<file path="src/verilog/itq_defines.svh">
`ifndef ITQ_DEFINES_SVH
`define ITQ_DEFINES_SVH
// Register offsets (byte addresses, low eight address bits)
`define ITQ_OFS_ADDR   8'h00
`define ITQ_OFS_CTL    8'h04
`define ITQ_OFS_ACT    8'h08
`define ITQ_OFS_DATA   8'h0c
`define ITQ_OFS_IEN    8'h10
`define ITQ_OFS_RAW    8'h14
`define ITQ_OFS_MIS    8'h18
`define ITQ_OFS_IRQC   8'h1c
`define ITQ_OFS_TXCFG  8'h20
// Control word fields
`define ITQ_CTL_EN     0
`define ITQ_CTL_TXQ    1
`define ITQ_CTL_RXQ    2
// Interrupt control fields
`define ITQ_IRQC_EN    0
`define ITQ_IRQC_CLR   1
// Transmit queue configuration fields
`define ITQ_CFG_TGT    0
`define ITQ_CFG_DMA    1
`define ITQ_CFG_TRIG   4:2
`define ITQ_CFG_FLUSH  8
// Action status fields
`define ITQ_ACT_RREQ   0
`define ITQ_ACT_TREQ   1
`define ITQ_ACT_FBR    2
`define ITQ_ACT_ALT    3
`define ITQ_ACT_QCMD   4
`define ITQ_ACT_QBIT   5
// Sizes and reset values
`define ITQ_IRQ_W      9
`define ITQ_TXQ_DEPTH  4'h8
`define ITQ_RST_CFG    5'h00
`define ITQ_IDLE_BYTE  8'hff
`endif

</file>
<file path="src/verilog/itq_pkg.sv">
package itq_pkg;
    // Link engine states
    typedef enum logic [2:0] {
        ITQ_IDLE = 3'b000,
        ITQ_ADDR = 3'b001,
        ITQ_AACK = 3'b010,
        ITQ_RX   = 3'b011,
        ITQ_RACK = 3'b100,
        ITQ_TX   = 3'b101,
        ITQ_TACK = 3'b110
    } itq_state_type;
    // Interrupt sources, bit 8 down to bit 0
    typedef struct packed {
        logic rx_full;
        logic tx_empty;
        logic rx_req;
        logic tx_req;
        logic tx_dma_done;
        logic rx_dma_done;
        logic stop;
        logic start;
        logic data;
    } itq_irq_type;
endpackage

</file>
<file path="src/verilog/itq_target.sv">
// Summary of operation
// - Clear-all write drops target interrupt output
// - Write-one mask clears selected sources only
// - Per-source enable gates the interrupt output
// - Nine sources, receive/transmit queue, DMA, start, stop
// - Raw and masked status both readable
// - Report idle, receive request, transmit request
// - Flag first byte after own address
// - Report second own address match
// - Report quick command and its data bit
// - Transmit queue has exactly one owner
// - Configure owner and DMA or processor service
// - Trigger level one to eight drives requests
// - Flush control empties transmit queue
// - Global enable for the target interrupt
// - Control word write-only, replaced whole
//
// Chosen here: the APB slave port and the address map.
`include "itq_defines.svh"
`timescale 1ns/1ps
`default_nettype none
module itq_target
    import itq_pkg::*;
(
    // Clock and reset
    input  wire logic        clk,
    input  wire logic        resetn,
    // APB slave
    input  wire logic        psel,
    input  wire logic        penable,
    input  wire logic        pwrite,
    input  wire logic [7:0]  paddr,
    input  wire logic [31:0] pwdata,
    output var  logic [31:0] prdata,
    output var  logic        pready,
    output var  logic        pslverr,
    // Bus pins, open drain
    input  wire logic        scl_i,
    input  wire logic        sda_i,
    output var  logic        sda_o,
    output var  logic        sda_oe,
    // Receive queue and DMA events
    input  wire logic        rx_full_ev,
    input  wire logic        rx_req_ev,
    input  wire logic        rx_dma_done,
    input  wire logic        tx_dma_done,
    // Transmit DMA channel
    input  wire logic        tx_dma_valid,
    input  wire logic [7:0]  tx_dma_data,
    output var  logic        tx_dma_req,
    // Master function side of the queue
    input  wire logic        mst_tx_pop,
    output var  logic [7:0]  mst_tx_data,
    // Status out
    output var  logic        rx_fifo_en,
    output var  logic        irq
);
    ////////////////////////////////////////////////////////////////////
    // Declarations
    logic [6:0]    own_prim;       // Primary own address
    logic [6:0]    own_alt;        // Second own address
    logic          alt_en;         // Second address in use
    logic          tgt_en;         // Target enabled
    logic          txq_en;         // Target uses transmit queue
    itq_irq_type   ien;            // Per-source enables
    itq_irq_type   raw;            // Sticky raw status
    itq_irq_type   mis;            // Masked status
    itq_irq_type   ev;             // Event pulses
    logic          gen;            // Global interrupt enable
    logic          own_tgt;        // Queue owned by target
    logic          use_dma;        // Queue serviced by DMA
    logic [2:0]    trig;           // Trigger level minus one
    logic [5:0]    act;            // Action status
    logic [7:0]    rx_byte;        // Last received byte
    logic [7:0]    mem [0:7];      // Transmit queue storage
    logic [2:0]    wp;             // Write index
    logic [2:0]    rp;             // Read index
    logic [3:0]    cnt;            // Fill count
    logic          scl_m, scl_s, scl_d;
    logic          sda_m, sda_s, sda_d;
    itq_state_type st;             // Link engine state
    logic [3:0]    bits;           // Bits seen in this byte
    logic [7:0]    sh;             // Receive shifter
    logic [7:0]    txsh;           // Transmit shifter
    logic          rw, nack, first, qc, alt_hit;
    logic          ev_rx, ev_fbr, ev_treq, ev_addr, ev_qc;
    logic          ev_start, ev_stop, tgt_pop;
    logic          txe_d, txr_d;   // Previous queue levels

    ////////////////////////////////////////////////////////////////////
    // Bus decode and queue control terms
    logic wr, rd, push, pop, flush, have, txe, txr;
    logic scl_rise, scl_fall, start_c, stop_c;
    logic [7:0] tx_next;
    assign wr    = psel & penable & pwrite;
    assign rd    = psel & penable & ~pwrite;
    assign flush = wr && paddr == `ITQ_OFS_TXCFG
                   && pwdata[`ITQ_CFG_FLUSH];
    // Processor pushes only when DMA is off, DMA only when on
    assign push  = (use_dma ? tx_dma_valid
                    : wr && paddr == `ITQ_OFS_DATA)
                   && cnt != `ITQ_TXQ_DEPTH;
    // Only the current owner may drain the queue
    assign pop   = (own_tgt ? tgt_pop : mst_tx_pop)
                   && cnt != 4'h0;
    assign have  = txq_en & own_tgt & (cnt != 4'h0);
    assign tx_next = have ? mem[rp] : `ITQ_IDLE_BYTE;
    assign txe   = own_tgt & (cnt == 4'h0);
    // Request at or below the trigger level, whoever owns the queue
    assign txr   = cnt <= {1'b0, trig} + 4'h1;
    // Pin edges, read only from the second and third stages
    assign scl_rise = scl_s & ~scl_d;
    assign scl_fall = ~scl_s & scl_d;
    assign start_c  = scl_s & scl_d & ~sda_s & sda_d;
    assign stop_c   = scl_s & scl_d & sda_s & ~sda_d;

    ////////////////////////////////////////////////////////////////////
    // Pin synchronisers
    always_ff @(posedge clk) begin
        if (!resetn) begin
            {scl_m, scl_s, scl_d} <= 3'h7;
            {sda_m, sda_s, sda_d} <= 3'h7;
        end else begin
            {scl_m, scl_s, scl_d} <= {scl_i, scl_m, scl_s};
            {sda_m, sda_s, sda_d} <= {sda_i, sda_m, sda_s};
        end
    end

    ////////////////////////////////////////////////////////////////////
    // Link engine: address match, acknowledge, byte shifting
    always_ff @(posedge clk) begin
        if (!resetn) begin
            st <= ITQ_IDLE;
            bits <= 4'h0;
            sh <= 8'h00;
            txsh <= 8'h00;
            sda_oe <= 1'b0;
            sda_o <= 1'b0;
            {rw, nack, first, qc, alt_hit} <= 5'h00;
            {ev_rx, ev_fbr, ev_treq, ev_addr, ev_qc} <= 5'h00;
            {ev_start, ev_stop, tgt_pop} <= 3'h0;
            rx_byte <= 8'h00;
        end else begin
            {ev_rx, ev_fbr, ev_treq, ev_addr, ev_qc} <= 5'h00;
            {ev_start, ev_stop, tgt_pop} <= 3'h0;
            if (!tgt_en) begin
                // Disabled target lets go of the line at once
                st <= ITQ_IDLE;
                sda_oe <= 1'b0;
            end else if (start_c) begin
                st <= ITQ_ADDR;
                bits <= 4'h0;
                sda_oe <= 1'b0;
                qc <= 1'b0;
                ev_start <= 1'b1;
            end else if (stop_c) begin
                st <= ITQ_IDLE;
                sda_oe <= 1'b0;
                ev_stop <= 1'b1;
                ev_qc <= qc;
                qc <= 1'b0;
            end else if (scl_rise) begin
                if (st == ITQ_ADDR || st == ITQ_RX) begin
                    sh <= {sh[6:0], sda_s};
                    bits <= bits + 4'h1;
                end else if (st == ITQ_TX) begin
                    bits <= bits + 4'h1;
                end else if (st == ITQ_TACK) begin
                    nack <= sda_s;
                end
            end else if (scl_fall) begin
                case (st)
                    ITQ_ADDR: if (bits == 4'h8) begin
                        bits <= 4'h0;
                        if (sh[7:1] == own_prim ||
                            (alt_en && sh[7:1] == own_alt)) begin
                            st <= ITQ_AACK;
                            sda_oe <= 1'b1;
                            rw <= sh[0];
                            alt_hit <= sh[7:1] != own_prim;
                        end else begin
                            st <= ITQ_IDLE;
                        end
                    end
                    ITQ_AACK: begin
                        first <= 1'b1;
                        qc <= 1'b1;
                        ev_addr <= 1'b1;
                        if (rw) begin
                            st <= ITQ_TX;
                            txsh <= tx_next;
                            sda_oe <= ~tx_next[7];
                            tgt_pop <= have;
                            ev_treq <= 1'b1;
                        end else begin
                            st <= ITQ_RX;
                            sda_oe <= 1'b0;
                        end
                    end
                    ITQ_RX: if (bits == 4'h8) begin
                        bits <= 4'h0;
                        st <= ITQ_RACK;
                        sda_oe <= 1'b1;
                        qc <= 1'b0;
                        rx_byte <= sh;
                        ev_rx <= 1'b1;
                        ev_fbr <= first;
                        first <= 1'b0;
                    end
                    ITQ_RACK: begin
                        st <= ITQ_RX;
                        sda_oe <= 1'b0;
                    end
                    ITQ_TX: if (bits == 4'h8) begin
                        bits <= 4'h0;
                        st <= ITQ_TACK;
                        sda_oe <= 1'b0;
                        qc <= 1'b0;
                    end else begin
                        txsh <= {txsh[6:0], 1'b0};
                        sda_oe <= ~txsh[6];
                    end
                    ITQ_TACK: if (nack) begin
                        st <= ITQ_IDLE;
                    end else begin
                        st <= ITQ_TX;
                        txsh <= tx_next;
                        sda_oe <= ~tx_next[7];
                        tgt_pop <= have;
                        ev_treq <= 1'b1;
                    end
                    default: st <= ITQ_IDLE;
                endcase
            end
        end
    end

    ////////////////////////////////////////////////////////////////////
    // Transmit queue storage and pointers
    always_ff @(posedge clk) begin
        if (!resetn) begin
            wp <= 3'h0;
            rp <= 3'h0;
            cnt <= 4'h0;
            mst_tx_data <= 8'h00;
            tx_dma_req <= 1'b0;
            {txe_d, txr_d} <= 2'h0;
        end else begin
            if (flush) begin
                // Flush beats any push or pop in the same cycle
                wp <= 3'h0;
                rp <= 3'h0;
                cnt <= 4'h0;
            end else begin
                if (push) begin
                    mem[wp] <= use_dma ? tx_dma_data : pwdata[7:0];
                    wp <= wp + 3'h1;
                end
                if (pop) begin
                    rp <= rp + 3'h1;
                end
                cnt <= cnt + {3'h0, push} - {3'h0, pop};
            end
            mst_tx_data <= own_tgt ? 8'h00 : mem[rp];
            tx_dma_req <= use_dma & txr;
            {txe_d, txr_d} <= {txe, txr};
        end
    end

    ////////////////////////////////////////////////////////////////////
    // Event vector; queue levels raise on their rising edge only
    always_comb begin
        ev = '0;
        ev.rx_full     = rx_full_ev;
        ev.tx_empty    = txe & ~txe_d;
        ev.rx_req      = rx_req_ev;
        ev.tx_req      = txr & ~txr_d & ~use_dma;
        ev.tx_dma_done = tx_dma_done;
        ev.rx_dma_done = rx_dma_done;
        ev.stop        = ev_stop;
        ev.start       = ev_start;
        ev.data        = ev_rx | ev_treq;
    end
    assign mis = raw & ien;

    ////////////////////////////////////////////////////////////////////
    // Sticky interrupt status; a new event beats its own clear
    always_ff @(posedge clk) begin
        if (!resetn) begin
            raw <= '0;
            irq <= 1'b0;
        end else begin
            if (wr && paddr == `ITQ_OFS_IRQC
                && pwdata[`ITQ_IRQC_CLR])
                raw <= ev;
            else if (wr && paddr == `ITQ_OFS_RAW)
                raw <= (raw & ~pwdata[8:0]) | ev;
            else
                raw <= raw | ev;
            // Follows status one cycle later
            irq <= gen & (|mis);
        end
    end

    ////////////////////////////////////////////////////////////////////
    // Action status; each flag's set wins over its clear
    logic [5:0] act_set, act_clr;
    always_comb begin
        act_set = 6'h00;
        act_set[`ITQ_ACT_RREQ] = ev_rx;
        act_set[`ITQ_ACT_FBR]  = ev_fbr;
        act_set[`ITQ_ACT_TREQ] = ev_treq;
        act_set[`ITQ_ACT_ALT]  = ev_addr & alt_hit;
        act_set[`ITQ_ACT_QCMD] = ev_qc;
        act_set[`ITQ_ACT_QBIT] = ev_qc & rw;
        act_clr = 6'h00;
        // Reading the data takes the receive flags down
        if (rd && paddr == `ITQ_OFS_DATA) begin
            act_clr[`ITQ_ACT_RREQ] = 1'b1;
            act_clr[`ITQ_ACT_FBR]  = 1'b1;
        end
        if (wr && paddr == `ITQ_OFS_DATA)
            act_clr[`ITQ_ACT_TREQ] = 1'b1;
        // Reading the action word consumes one-shot reports
        if (rd && paddr == `ITQ_OFS_ACT) begin
            act_clr[`ITQ_ACT_ALT]  = 1'b1;
            act_clr[`ITQ_ACT_QCMD] = 1'b1;
            act_clr[`ITQ_ACT_QBIT] = 1'b1;
        end
    end
    always_ff @(posedge clk) begin
        if (!resetn)
            act <= 6'h00;
        else
            act <= (act & ~act_clr) | act_set;
    end

    ////////////////////////////////////////////////////////////////////
    // Register writes, taken in the access phase
    always_ff @(posedge clk) begin
        if (!resetn) begin
            {alt_en, own_alt, own_prim} <= 15'h0000;
            {tgt_en, txq_en, rx_fifo_en} <= 3'h0;
            ien <= '0;
            gen <= 1'b0;
            {trig, use_dma, own_tgt} <= `ITQ_RST_CFG;
        end else if (wr) begin
            if (paddr == `ITQ_OFS_ADDR) begin
                own_prim <= pwdata[6:0];
                own_alt <= pwdata[14:8];
                alt_en <= pwdata[15];
            end else if (paddr == `ITQ_OFS_CTL) begin
                // Whole word replaces every setting at once
                tgt_en <= pwdata[`ITQ_CTL_EN];
                txq_en <= pwdata[`ITQ_CTL_TXQ];
                rx_fifo_en <= pwdata[`ITQ_CTL_RXQ];
            end else if (paddr == `ITQ_OFS_IEN) begin
                ien <= pwdata[8:0];
            end else if (paddr == `ITQ_OFS_IRQC) begin
                gen <= pwdata[`ITQ_IRQC_EN];
            end else if (paddr == `ITQ_OFS_TXCFG) begin
                own_tgt <= pwdata[`ITQ_CFG_TGT];
                use_dma <= pwdata[`ITQ_CFG_DMA];
                trig <= pwdata[`ITQ_CFG_TRIG];
            end
        end
    end

    ////////////////////////////////////////////////////////////////////
    // Read data captured in setup; no wait states
    always_ff @(posedge clk) begin
        if (!resetn) begin
            prdata <= 32'h0000_0000;
            pready <= 1'b0;
            pslverr <= 1'b0;
        end else begin
            pready <= 1'b1;
            if (psel && !penable) begin
                pslverr <= 1'b0;
                prdata <= 32'h0000_0000;
                if (paddr == `ITQ_OFS_ADDR)
                    prdata <= {16'h0000, alt_en, own_alt, 1'b0, own_prim};
                else if (paddr == `ITQ_OFS_CTL)
                    prdata <= 32'h0000_0000;
                else if (paddr == `ITQ_OFS_ACT)
                    prdata <= {26'h0000000, act};
                else if (paddr == `ITQ_OFS_DATA)
                    prdata <= {24'h000000, rx_byte};
                else if (paddr == `ITQ_OFS_IEN)
                    prdata <= {23'h000000, ien};
                else if (paddr == `ITQ_OFS_RAW)
                    prdata <= {23'h000000, raw};
                else if (paddr == `ITQ_OFS_MIS)
                    prdata <= {23'h000000, mis};
                else if (paddr == `ITQ_OFS_IRQC)
                    prdata <= {31'h00000000, gen};
                else if (paddr == `ITQ_OFS_TXCFG)
                    prdata <= {12'h000, cnt, 11'h000,
                               trig, use_dma, own_tgt};
                else
                    pslverr <= 1'b1;
            end
        end
    end
endmodule
`default_nettype wire

</file>
<file path="config.mk">
export PLATFORM = sky130hd
export DESIGN_NAME = itq_target
export DESIGN_NICKNAME = d
export VERILOG_FILES = /design/src/verilog/itq_pkg.sv /design/src/verilog/itq_target.sv
export VERILOG_INCLUDE_DIRS = /design/src /design/src/verilog
export SDC_FILE = /design/constraint.sdc
export NUM_CORES = 1
export LEC_CHECK = 0
export ABC_AREA = 1
export ABC_CLOCK_PERIOD_IN_PS = 2700
export BUFFER_PORTS_ARGS = -buffer_cell sky130_fd_sc_hd__buf_2
export CORE_MARGIN = 2
export CORE_UTILIZATION = 55
export DETAILED_ROUTE_END_ITERATION = 8
export HOLD_SLACK_MARGIN = 0.05
export PLACE_DENSITY = 0.76
export SKIP_CTS_REPAIR_TIMING = 1
export SLEW_MARGIN = 20
export SYNTH_ARGS = -nofsm -noshare
export SYNTH_HDL_FRONTEND = slang
export SYNTH_SLANG_ARGS = --single-unit
</file>
<file path="constraint.sdc">
create_clock -name clk -period 2.7 [get_ports clk]
set_input_delay 0.405 -clock clk [delete_from_list [all_inputs] [get_ports clk]]
set_output_delay 0.405 -clock clk [all_outputs]
set_load 0.01 [all_outputs]
</file>
## Yosys cells after proc, flatten, opt, wreduce, memory -nomap -nowiden

Memories as Yosys holds them, arrays and structs flattened. A register that Yosys moved wholly into a read port is not among the register bits.
Index checks and enable logic that the tools add are counted.

- Eq/ne operators: 33
- $add $sub $neg: 6
- Magnitude comparators: 1
- Muxes and demuxes: 81
- Reduce and logical (&&, ||, !) cells: 54
- Bitwise gates (word level): 53

Operators by type and width:

| kind | count |
|---|---|
| two-way mux 20 bit | 9 |
| two-way mux 1 bit | 41 |
| == test 8 x 5 -> 1 bit (second input constant) | 4 |
| two-way mux 4 bit | 8 |
| AND reduction 7 bit | 4 |
| AND reduction 5 bit | 5 |
| two-way mux 3 bit | 8 |
| NOT 1 bit | 24 |
| two-way mux 7 bit | 3 |
| case mux 7 bit (3 select lines) | 1 |
| AND 1 bit | 20 |
| AND 9 bit | 2 |
| two-way mux 9 bit | 2 |
| bitwise OR 9 bit | 2 |
| case mux 3 bit (6 select lines) | 1 |
| == test 8 x 4 -> 1 bit (second input constant) | 2 |
| two-way mux 8 bit | 2 |
| nonzero test 3 bit | 5 |
| == test 7 bit | 2 |
| logical AND 1 bit | 12 |
| != test 4 x 3 -> 1 bit (second input constant) | 3 |
| AND reduction 6 bit | 2 |
| == test 3 bit (second input constant) | 3 |
| NOT 9 bit | 1 |
| 43 further kinds | 62 |

- Memories kept: 1
- Bits in writable memories: 64
- Register bits: 154
- Bits of input ports: 61
- Output and inout bits: 47
- Logic and storage cells: 295

Memories:

| memory | words | bits a word | read ports | clocked after Yosys merged registers in | write ports | line | RTL |
|---|---|---|---|---|---|---|---|
| mem | 8 | 8 | 1 | 1 | 1 | itq_target.sv:75 | `logic [7:0] mem [0:7];` |

## Logic depth before layout (Yosys ltp)

- Word-level depth: 10
- Gate-level depth with buffers: 15
- Gate-level depth less buffers: 15

## Worst setup path after synthesis

OpenSTA, ideal clock, no wires.

- Path kind: input-to-reg
- From: in paddr[7]
- To: reg cnt[2]
- Path buffers: 0
- Required time: 2.581 ns
- Setup time: 0.119 ns
- Arrival time: 2.163 ns
- Cell stages on the path: 13
- Path slack: 0.418 ns
- Cells stage by stage: nor2_2 > nand2_2 > nor2_4 > nand2_2 > nand2_2 > nand2_4 > ha_1 > inv_1 > ha_1 > inv_1 > fa_1 > xor2_1 > nor2_1

- Cells in the longest elaborated chain, start to end: 6
- Elaborated cells between the ends (all ways): 10
- Classes of those cells: add/sub (2); eq/ne (2); mux (1); reduce/logical (5)

Ends and longest elaborated chain:

| what | line | RTL |
|---|---|---|
| start, declared | itq_target.sv:32 | `input wire logic [7:0] paddr,` |
| == test 8 x 4 -> 1 bit (no source line) | - |  |
| logical AND 1 bit (no source line) | - |  |
| two-way mux 1 bit (no source line) | - |  |
| logical AND 1 bit (no source line) | - |  |
| adder 4 x 1 -> 4 bit | itq_target.sv:262 | `cnt <= cnt + {3'h0, push} - {3'h0, pop};` |
| subtractor 4 x 1 -> 4 bit | itq_target.sv:262 |  |
| end signal, assigned | itq_target.sv:262 |  |
| end, declared | itq_target.sv:78 | `logic [3:0] cnt;` |

Parallel ways exist; a longest one is shown, timed or not.
A chain may end at the register's enable or synchronous reset.

## Worst setup path in the final report

- From: reg cnt[2]
- To: reg cnt[2]

- Elaborated cells between the ends (all ways): 6
- Classes of those cells: add/sub (2); eq/ne (1); reduce/logical (3)

RTL lines:

| what | line | RTL |
|---|---|---|
| nonzero test 4 bit | itq_target.sv:105 | `&& cnt != 4'h0;` |
| logical AND 1 bit | itq_target.sv:105 |  |
| via pop | itq_target.sv:92 | `logic wr, rd, push, pop, flush, have, txe, txr;` |
| subtractor 4 x 1 -> 4 bit | itq_target.sv:262 |  |

The timed path passes the listed nets, and every way through them passes these cells.

==> results.sh <==
export IMPL_status="finished, final reports clean"
export IMPL_synth_edf_count=64
export IMPL_yosysSeqAreaShare_pct=50.7
export IMPL_slew_viol_final=0
export IMPL_async_flop_share_pct=0
export IMPL_grt_ovfl_total=0
export IMPL_slew_headroom_pct=40.0
export IMPL_viasPerCell=5.44
export IMPL_dieArea_sq_um=18400
export IMPL_area_delta_synth_final_pct=13.3
export IMPL_fmax_mhz=430
export IMPL_path_class="reg -> reg"
export IMPL_ant_nets=0
export IMPL_post_place_ws_ps=171
export IMPL_holdWs_ps=100
export IMPL_initial_utilization_pct=55.6
export IMPL_clk_pin_slew_ps=60
export IMPL_vias=7938
export IMPL_wl_per_cell_microns=15.7
export IMPL_clock_skew_ps=20.7
export IMPL_numPortBuffers=78
export IMPL_io_pins=108
export IMPL_cp_required_ps=3090
export IMPL_synthesis_area_sq_um=9520
export IMPL_fin_setup_tns_ps=0
export IMPL_drive_gt1_share_pct=16.6
export IMPL_htree_levels=1
export IMPL_finalSetupViolations=0
export IMPL_worstSkewPairLatency_ps=500
export IMPL_dpl_cell_area_sq_um=10100
export IMPL_drtIter0Drc=710
export IMPL_min_period_ps=2330
export IMPL_irDropWorstVdd_mv=0.771
export IMPL_fill_cells=1452
export IMPL_ys_types=51
export IMPL_crit_path_max_fanout=4
export IMPL_dr_pass1_iters=7
export IMPL_numCtsBuffers=21
export IMPL_rsz0062_at_grt="false"
export IMPL_layout_setup_ws_ps=372
export IMPL_total_power_uw=7280
export IMPL_min_period_over_period_pct=86.2
export IMPL_grt_max_degree=52
export IMPL_drv_cap=0
export IMPL_coreArea_sq_um=17100
export IMPL_grt_pass1_wl_microns=37800
export IMPL_synth_main_ff_cell="dfxtp_1"
export IMPL_grt_total_usage_pct=25.9
export IMPL_end_kind="flip-flop"
export IMPL_crit_path_start_kind="flip-flop"
export IMPL_synth_seq_cells=209
export IMPL_hold_class="in -> reg"
export IMPL_antenna_found_initial=0
export IMPL_arrival_ps=2710
export IMPL_cts_tree="done"
export IMPL_ctsRootBufferMaster="clkbuf_16"
export IMPL_drc=0
export IMPL_die_x_microns=136
export IMPL_fin_nets=1299
export IMPL_clock_sinks=209
export IMPL_rows=48
export IMPL_p_leak_uw=0.00446
export IMPL_clockBufferDepth=3
export IMPL_dp_hpwl_microns=16000
export IMPL_powerDensity_nw_per_um2=675
export IMPL_synthCells=1135
export IMPL_grt_pass1_vias=7479
export IMPL_diodes=0
export IMPL_wl_microns=23000
export IMPL_tightest_slew_ps=890
export IMPL_yosys_area_top_type="dfxtp_1"
export IMPL_final_area_sq_um=10800
export IMPL_synth_top_area_share_pct=30.5
export IMPL_synth_warnings=0
export IMPL_synthTopCellsByArea="dfxtp_1 31%, edfxtp_1 20%, nand2_1 7.8%, o21ai_0 5.7%, a21oi_1 5.5%"
export IMPL_routabilityCongestion=0.927
export IMPL_synth_avg_cell_area_sq_um=8.38
export IMPL_die_y_microns=136
export IMPL_final_hold_viol_count=0
-- path summary, 6_finish.rpt --
check | from | endpoint | slack, ps | cells after the start
worst max-delay path | cnt[2] | cnt[2] | 370 | 12
worst min-delay path | sda_i | sda_m | 100 | 2
worst max register to register | cnt[2] | cnt[2] | 370 | 12
worst min register to register | sda_m | sda_s | 410 | 1
-- registers in the layout, summed over array words and instances, names as in the netlist, 3 cells and up, named ones only --
name / count
act: 6
bits: 4
cnt: 4
ien: 9
mem: 64
mst_tx_data: 8
own_alt: 7
own_prim: 7
prdata: 20
raw: 9
rp: 3
rx_byte: 8
sh: 8
st: 3
trig: 3
txsh: 7
wp: 3
-- cells in the final DEF (no fill, tap or decap), types with 4 or more instances in the layout --
cell,n
a31oi_1,4
nand2_4,4
nor3_2,4
clkbuf_1,6
conb_1,13
clkbuf_8,5
nor2_4,8
a21oi_1,105
clkbuf_16,21
nor2_2,9
nand2_2,11
nand3_1,28
o21ai_0,109
nand4_1,12
dfxtp_1,145
buf_4,20
o21a_1,9
ha_1,18
nand3_2,6
o22ai_1,11
inv_2,10
or2_2,12
nor2_1,126
nor3_1,16
nand2_1,197
xnor2_1,4
edfxtp_1,64
o21ai_1,6
a211oi_1,11
inv_1,113
buf_2,78
o211ai_1,17
-- report_power, final --
| group | internal [uW] | switching, uW | leakage [uW] |
|---|---|---|---|
| sequential | 3340 | 73.1 | 0.00175 |
| clock | 1680 | 1190 | 0.000333 |
| combinational | 347 | 651 | 0.00237 |
-- critical path: stages, from the launching register on --
cell	delay (ps)
dfxtp_1	360
inv_1	90
ha_1	200
nand3_1	200
nand2_1	140
inv_1	150
ha_1	250
inv_1	60
ha_1	150
inv_1	50
fa_1	370
xor2_1	140
nor2_1	60
-- metal layers --
layer / share of wire (%) / GRT usage (%) / up-vias
li1: - / - / 3933
met1: 44 / 36.0 / 3656
met2: 46 / 41.8 / 302
met3: 6.7 / 3.40 / 47
met4: 2.8 / 9.32 / 0
met5: 0 / 0 / -
-- cell usage after synthesis, drive strengths merged, types with 2 or more instances --
master	instances
nor2	145
nor3b	2
clkinv	2
o211ai	17
buf	27
edfxtp	64
a21oi	106
xor2	2
ha	18
o21a	9
o21ai	117
nand4	12
xnor2	4
nand2	212
inv	124
clkbuf	22
a211oi	13
nand3	36
or2	13
nor3	20
a31oi	4
o22ai	11
dfxtp	145
nand3b	2
-- through the flow --
stage                     utilization [%]  std cells
after CTS                            63.0       1459
after floorplan                         -       1147
after global placement               59.0       1421
after global routing                 63.0       1459
after detailed placement             59.0       1421
final                                63.0       1459
-- cells by family after synthesis --
| kind of cell | count (synthesis) | synth area share, % |
|---|---|---|
| AOI/OAI and AO/OA | 283 | 16.6 |
| xor gates and xnor gates | 6 | 0.552 |
| adders and majority gates | 19 | 2.58 |
| buffers and inverters | 175 | 7.98 |
| DFF | 209 | 50.7 |
| other | 1 | 0.0394 |
| and+or+nand+nor | 442 | 21.6 |
-- layout make-up --
cell class | instances | area, sq um | share of cell area [%]
Sequential cell | 209 | 4820 | 44.7
Inverter | 126 | 480 | 4.45
Clock buffer | 32 | 617 | 5.72
Clock inverter | 6 | 65.1 | 0.603
Timing Repair Buffer | 98 | 541 | 5.01
Tap cell | 225 | 282 | 2.61
Multi-Input combinational cell | 763 | 3980 | 36.9
Power figures use the tool's default switching activity.
